[src/signal_compare_regs.vh]
// register map, field layout and reset values of the signal comparator
// included by the comparator module only
`ifndef SIGNAL_COMPARE_REGS_VH
`define SIGNAL_COMPARE_REGS_VH

// register byte offsets
`define CMP_SOURCE_OFS 8'h00
`define CMP_SCALE_OFS 8'h04
`define CMP_REFSEL_OFS 8'h08
`define CMP_STYLE_OFS 8'h0C
`define CMP_TH1_OFS 8'h10
`define CMP_TH2_OFS 8'h14
`define CMP_TH3_OFS 8'h18
`define CMP_TH4_OFS 8'h1C
`define CMP_STATUS_OFS 8'h20

// quantity select codes
`define SRC_FREQUENCY 3'h0
`define SRC_SPEED 3'h1
`define SRC_LOAD 3'h2
`define SRC_CURRENT 3'h3
`define SRC_THERMAL 3'h4
`define SRC_POWER 3'h5

// reference select codes: 0 network, 1..8 presets, 9 selected reference
`define REF_NETWORK 4'h0
`define REF_SELECTED 4'h9

// output style
`define STYLE_WINDOW 1'b0
`define STYLE_BAR 1'b1

// values in tenths: 1000 = 100.0 %
`define PCT_FULL 16'h03E8
`define SCALE_RESET 16'h01F4
`define TH1_RESET 16'h00C8
`define TH2_RESET 16'h0190
`define TH3_RESET 16'h0258
`define TH4_RESET 16'h0320
`define SOURCE_RESET 3'h0
`define REFSEL_RESET 4'h1
`define STYLE_RESET 1'b0

// status field positions
`define STAT_OUT_LSB 0
`define STAT_PCT_LSB 16

`endif

[src/signal_compare.v]
// four-threshold drive signal comparator with a classic wishbone register slave
// assumes measurement and reference inputs come from logic on clock_i
//
// Design decisions made here: the register addresses and the Wishbone slave port.
`timescale 1ns/100ps
`include "signal_compare_regs.vh"

module signal_compare (
  // clock and reset
  input wire clock_i,
  input wire reset_i,
  // wishbone slave
  input wire wb_cyc_i,
  input wire wb_stb_i,
  input wire wb_we_i,
  input wire [7:0] wb_adr_i,
  input wire [3:0] wb_sel_i,
  input wire [31:0] wb_dat_i,
  output reg [31:0] wb_dat_o,
  output wire wb_ack_o,
  // drive quantities, tenths of their units
  input wire [15:0] output_frequency_i,
  input wire [15:0] motor_speed_i,
  input wire [15:0] percent_load_i,
  input wire [15:0] motor_current_i,
  input wire [15:0] thermal_capacity_used_i,
  input wire [15:0] output_power_i,
  // reference sources, tenths of a percent
  input wire [15:0] network_reference_i,
  input wire [127:0] preset_speeds_i,
  input wire [15:0] selected_reference_i,
  // comparator outputs
  output reg [3:0] compare_out_o
);

  reg [2:0] compare_source_r;
  reg [15:0] compare_full_scale_r;
  reg [3:0] compare_reference_select_r;
  reg compare_output_style_r;
  reg [15:0] lowest_threshold_r;
  reg [15:0] second_threshold_r;
  reg [15:0] third_threshold_r;
  reg [15:0] highest_threshold_r;
  reg ack_r;
  reg [15:0] quantity;
  reg [15:0] reference;
  reg [15:0] wr_value;
  reg [3:0] out_nxt;
  reg [31:0] rd_data;
  wire req;
  wire wr_en;
  wire [15:0] wr_low;
  wire [31:0] pct_wide;
  wire [15:0] pct;
  wire [31:0] eff1;
  wire [31:0] eff2;
  wire [31:0] eff3;
  wire [31:0] eff4;
  wire [31:0] pct_scaled;

  // one-wait-state classic cycle
  assign req = wb_cyc_i & wb_stb_i;
  assign wb_ack_o = ack_r;
  assign wr_en = req & wb_we_i & ~ack_r;
  assign wr_low = {wb_sel_i[1] ? wb_dat_i[15:8] : 8'h00, wb_sel_i[0] ? wb_dat_i[7:0] : 8'h00};

  // clamp written value to 100.0
  always @* begin
    wr_value = (wr_low > `PCT_FULL) ? `PCT_FULL : wr_low;
  end

  // quantity selector
  always @* begin
    case (compare_source_r)
      `SRC_FREQUENCY: quantity = output_frequency_i;
      `SRC_SPEED: quantity = motor_speed_i;
      `SRC_LOAD: quantity = percent_load_i;
      `SRC_CURRENT: quantity = motor_current_i;
      `SRC_THERMAL: quantity = thermal_capacity_used_i;
      `SRC_POWER: quantity = output_power_i;
      default: quantity = 16'h0000;
    endcase
  end

  // reference selector
  always @* begin
    if (compare_reference_select_r == `REF_NETWORK)
      reference = network_reference_i;
    else if (compare_reference_select_r == `REF_SELECTED)
      reference = selected_reference_i;
    else if (compare_reference_select_r < `REF_SELECTED)
      reference = preset_speeds_i[(compare_reference_select_r - 4'h1) * 16 +: 16];
    else
      reference = 16'h0000;
  end

  // normalise to tenths of a percent; zero scale reads as full
  assign pct_wide = (compare_full_scale_r == 16'h0000) ? {16'h0000, `PCT_FULL} :
    ({16'h0000, quantity} * 32'h0000_03E8) / {16'h0000, compare_full_scale_r};
  assign pct = (pct_wide > {16'h0000, `PCT_FULL}) ? `PCT_FULL : pct_wide[15:0];

  // effective thresholds: threshold x reference, both in tenths of a percent
  assign eff1 = lowest_threshold_r * reference;
  assign eff2 = second_threshold_r * reference;
  assign eff3 = third_threshold_r * reference;
  assign eff4 = highest_threshold_r * reference;
  assign pct_scaled = pct * `PCT_FULL;

  // output pattern
  always @* begin
    out_nxt[0] = pct_scaled > eff1;
    out_nxt[1] = pct_scaled > eff2;
    out_nxt[2] = pct_scaled > eff3;
    out_nxt[3] = pct_scaled > eff4;
    if (compare_output_style_r == `STYLE_WINDOW)
      out_nxt[2:0] = out_nxt[2:0] & ~out_nxt[3:1];
  end

  always @(posedge clock_i or posedge reset_i) begin
    if (reset_i)
      compare_out_o <= 4'h0;
    else
      compare_out_o <= out_nxt;
  end

  // register writes and ordering enforcement
  always @(posedge clock_i or posedge reset_i) begin
    if (reset_i) begin
      ack_r <= 1'b0;
      compare_source_r <= `SOURCE_RESET;
      compare_full_scale_r <= `SCALE_RESET;
      compare_reference_select_r <= `REFSEL_RESET;
      compare_output_style_r <= `STYLE_RESET;
      lowest_threshold_r <= `TH1_RESET;
      second_threshold_r <= `TH2_RESET;
      third_threshold_r <= `TH3_RESET;
      highest_threshold_r <= `TH4_RESET;
    end else begin
      ack_r <= req & ~ack_r;
      if (wr_en) begin
        case (wb_adr_i)
          `CMP_SOURCE_OFS:
            if (wb_sel_i[0] && wb_dat_i[2:0] <= `SRC_POWER)
              compare_source_r <= wb_dat_i[2:0];
          `CMP_SCALE_OFS:
            compare_full_scale_r <= wr_value;
          `CMP_REFSEL_OFS:
            if (wb_sel_i[0] && wb_dat_i[3:0] <= `REF_SELECTED)
              compare_reference_select_r <= wb_dat_i[3:0];
          `CMP_STYLE_OFS:
            if (wb_sel_i[0])
              compare_output_style_r <= wb_dat_i[0];
          // an adjusted threshold pushes its neighbours to keep the order
          `CMP_TH1_OFS: begin
            lowest_threshold_r <= wr_value;
            if (second_threshold_r < wr_value) second_threshold_r <= wr_value;
            if (third_threshold_r < wr_value) third_threshold_r <= wr_value;
            if (highest_threshold_r < wr_value) highest_threshold_r <= wr_value;
          end
          `CMP_TH2_OFS: begin
            second_threshold_r <= wr_value;
            if (lowest_threshold_r > wr_value) lowest_threshold_r <= wr_value;
            if (third_threshold_r < wr_value) third_threshold_r <= wr_value;
            if (highest_threshold_r < wr_value) highest_threshold_r <= wr_value;
          end
          `CMP_TH3_OFS: begin
            third_threshold_r <= wr_value;
            if (lowest_threshold_r > wr_value) lowest_threshold_r <= wr_value;
            if (second_threshold_r > wr_value) second_threshold_r <= wr_value;
            if (highest_threshold_r < wr_value) highest_threshold_r <= wr_value;
          end
          `CMP_TH4_OFS: begin
            highest_threshold_r <= wr_value;
            if (lowest_threshold_r > wr_value) lowest_threshold_r <= wr_value;
            if (second_threshold_r > wr_value) second_threshold_r <= wr_value;
            if (third_threshold_r > wr_value) third_threshold_r <= wr_value;
          end
          default: ;
        endcase
      end
    end
  end

  // read mux
  always @* begin
    case (wb_adr_i)
      `CMP_SOURCE_OFS: rd_data = {29'h0, compare_source_r};
      `CMP_SCALE_OFS: rd_data = {16'h0000, compare_full_scale_r};
      `CMP_REFSEL_OFS: rd_data = {28'h0, compare_reference_select_r};
      `CMP_STYLE_OFS: rd_data = {31'h0, compare_output_style_r};
      `CMP_TH1_OFS: rd_data = {16'h0000, lowest_threshold_r};
      `CMP_TH2_OFS: rd_data = {16'h0000, second_threshold_r};
      `CMP_TH3_OFS: rd_data = {16'h0000, third_threshold_r};
      `CMP_TH4_OFS: rd_data = {16'h0000, highest_threshold_r};
      `CMP_STATUS_OFS: rd_data = {pct, 12'h000, compare_out_o};
      default: rd_data = 32'h0000_0000;
    endcase
  end

  always @(posedge clock_i or posedge reset_i) begin
    if (reset_i)
      wb_dat_o <= 32'h0000_0000;
    else if (req & ~ack_r)
      wb_dat_o <= rd_data;
  end

endmodule // signal_compare

[config.mk]
export PLATFORM = sky130hd
export DESIGN_NAME = signal_compare
export DESIGN_NICKNAME = d
export VERILOG_FILES = /design/src/signal_compare.v
export VERILOG_INCLUDE_DIRS = /design/src
export SDC_FILE = /design/constraint.sdc
export NUM_CORES = 2
export LEC_CHECK = 0
export BUFFER_PORTS_ARGS = -buffer_cell sky130_fd_sc_hd__buf_4
export CAP_MARGIN = 30
export CORE_MARGIN = 4
export CORE_UTILIZATION = 54
export DETAILED_ROUTE_END_ITERATION = 10
export GPL_TIMING_DRIVEN = 0
export HOLD_SLACK_MARGIN = 0.03
export PLACE_DENSITY = 0.74
export SLEW_MARGIN = 25
export SYNTH_ARGS = -nofsm -noshare
export SYNTH_HDL_FRONTEND = slang
export SYNTH_SLANG_ARGS = --single-unit
[constraint.sdc]
create_clock -name clock_i -period 175.7 [get_ports clock_i]
set_clock_uncertainty 0.2 [all_clocks]
set_input_delay 8.785 -clock clock_i [delete_from_list [all_inputs] [get_ports clock_i]]
set_output_delay 8.785 -clock clock_i [all_outputs]
set_load 0.02 [all_outputs]
==> qor.yml <==
floorplan:
  ios: 342
  die_w_um: 371
  rows: 132
  dieHeight_um: 371
  core_mm2: 0.130
  start_util: 0.547
  dieArea_mm2: 0.138
hold_path:
  min_from: "wb_dat_o[12]"
  hold_path.class: "reg2reg"
  min_delay_worst_endpoint: "wb_dat_o[12]"
  min_path_cells: 2
place:
  portBuffers: 321
  place_inst: 10900
  place_congestion: 1.04
  dpl.hpwl_um: 214000
yosys:
  yosysWarnings: 0
  async_reset_ff_frac: 1.00
  netlist-cell-type-count: 142
  synth_top_area_cell: "fa_1"
  synth_area_leaders: "fa_1 (25%), ha_1 (19%), inv_1 (6.7%)"
  synthesis.area_mm2: 0.0712
  synth_common_cells: "inv_1 (1,276), nand2_1 (1,125), ha_1 (1,058)"
  ys_seq_area_frac: 0.0443
  yosysMostFrequentCell: "inv_1"
  syn_area_per_cell_um2: 8.14
  synth_top_cell_area_share: 0.247
  synth-seq-cells: 125
  ys.flop_type: "dfrtp_1"
  syn_inst: 8741
  synth-edff-count: 0
finish:
  fillerInstances: 11900
  post-route-util: 0.594
  drive_above_1_share: 0.0837
  nNetsFinal: 11400
  area_growth_pct: 8.58
  instances_no_fill: 11000
timing:
  relSlewSlack: 0.210
  period_minus_slack_ps: 123450
  setup_viol_count_final: 0
  fmax_mhz: 8.10
  tightestPinTransition_ps: 1180
  finalCritPeriodShare: 0.703
  setup_tns_ps: 0
  rsz0062_at_grt: "false"
  hold-worst-slack_ps: 297
  slew_viol_final: 0
  hold_violations: 0
clocking:
  ctsResizeCount: 0
  cts_max_path_buffers: 2
  cts_root_buffer: "clkbuf_16"
  cts.sinks: 125
  htreeDepth: 4
  clkLatencyLatePin_ps: 490
  holdBufCountCts: 0
  cts.clk_slew.worst_paths_ps: 60
  cts_setup_buffers: 0
  cts_tree: "done"
  cts_buffers: 17
global_route:
  antenna_found_initial: 29
  grt_pass1_vias: 68100
  grt_start_max_net_pins: 71
  gr-total-overflow: 0
  grt_pass1_wl_um: 388000
  track_usage: 0.366
drt:
  wl_per_cell_um: 23.0
  viasPerCell: 6.10
  ant_nets: 0
  wirelength_um: 252000
  vias: 66800
  first_pass_iters: 8
  drc: 0
  first_iter_violations: 5524
critical_path:
  reg2regPathDepth: 471
  crit_path_start_kind: "primary input"
  cpMostUsedCell: "o21a_1"
  slowest_stage: "xor2_2"
  cp.arrival_ps: 123540
  r2r_end: "compare_out_o[2]"
  reg2reg_setup_slack_ps: 59680
  max_stage_delay_ps: 790
  end_kind: "flop"
  timing.rr.start: "compare_source_r[0]"
  cp.required_ps: 175790
  worst-path-max-fanout: 10
  critical_path_class: "in2reg"
run_status:
  status: "finished clean"
flow_run:
  drv_cap: 0
==> stage by stage <==
| step | setup slack, ps | area, um2 |
|---|---|---|
| floorplan | 75540 | 71400 |
| global placement | 55060 | 76000 |
| detailed placement | 54120 | 76600 |
| CTS | 54070 | 77200 |
| global route | 44200 | 77200 |
| finish | 52250 | 77300 |
==> routing by layer <==
layer  vias up  track usage  wire, um
met3       820       0.0819     23400
met1     32700        0.449     97800
li1      30300            -         -
met5         -            0       153
met2      2960        0.592    113000
met4        20        0.211     18000
==> logic make-up after synthesis <==
kind of cell,synth area share
other,0.000106
buffers and inverters,0.0880
AO/OA/AOI/OAI,0.170
AND/OR/NAND/NOR,0.184
flip-flops,0.0443
adder cells (fa/ha/maj),0.435
XOR/XNOR,0.0434
multiplexers,0.0356
==> sequential cells by signal (all words and copies together) (netlist names) <==
register and flops:
compare_output_style_r 1, third_threshold_r 16, compare_out_o 4, compare_reference_select_r 4, highest_threshold_r 16, second_threshold_r 16, wb_dat_o 32, compare_full_scale_r 16
wb_ack_o 1, compare_source_r 3, lowest_threshold_r 16
==> worst max path at each step <==
stage                                 start  slack [ps]                to
after floorplan           output_power_i[0]       75540  compare_out_o[2]
after global placement    output_power_i[0]       55060  compare_out_o[2]
after detailed placement  output_power_i[0]       54120  compare_out_o[2]
after CTS                 output_power_i[0]       54070  compare_out_o[2]
after global routing      output_power_i[0]       44200  compare_out_o[2]
final                     output_power_i[0]       52250  compare_out_o[2]
==> critical path, delay by kind of cell <==
family                     cells  cell delay (ps)
adders and majority gates     37            13220
AOI/OAI and AO/OA            249            56050
buffers and inverters         67            21370
and+or+nand+nor              109            21170
muxes                          4             1550
xor gates and xnor gates       2             1070
==> layout by cell type, fill, tap and decap left out, types with 253 or more instances in the layout <==
master    instances
inv_1          1259
nand2_1        1125
ha_1           1058
fa_1            879
a21oi_1         430
nor2_1          393
and2_1          365
buf_4           343
o21ai_0         330
clkbuf_1        261
nor3_1          253
==> final cells by class <==
cell class | count | area, um2 | area share
Inverter | 1276 | 4800 | 0.0621
Sequential cell | 125 | 3150 | 0.0408
Buffer | 352 | 1470 | 0.0190
Clock buffer | 18 | 429 | 0.00555
Antenna cell | 11 | 27.5 | 0.000356
Clock inverter | 14 | 160 | 0.00207
Timing Repair Buffer | 359 | 2850 | 0.0369
Multi-Input combinational cell | 7054 | 62200 | 0.805
Tap cell | 1742 | 2180 | 0.0282
Power is left out: the tool's default activity adds up to more than one toggle a clock period on the data nets, which glitch-free logic cannot reach.
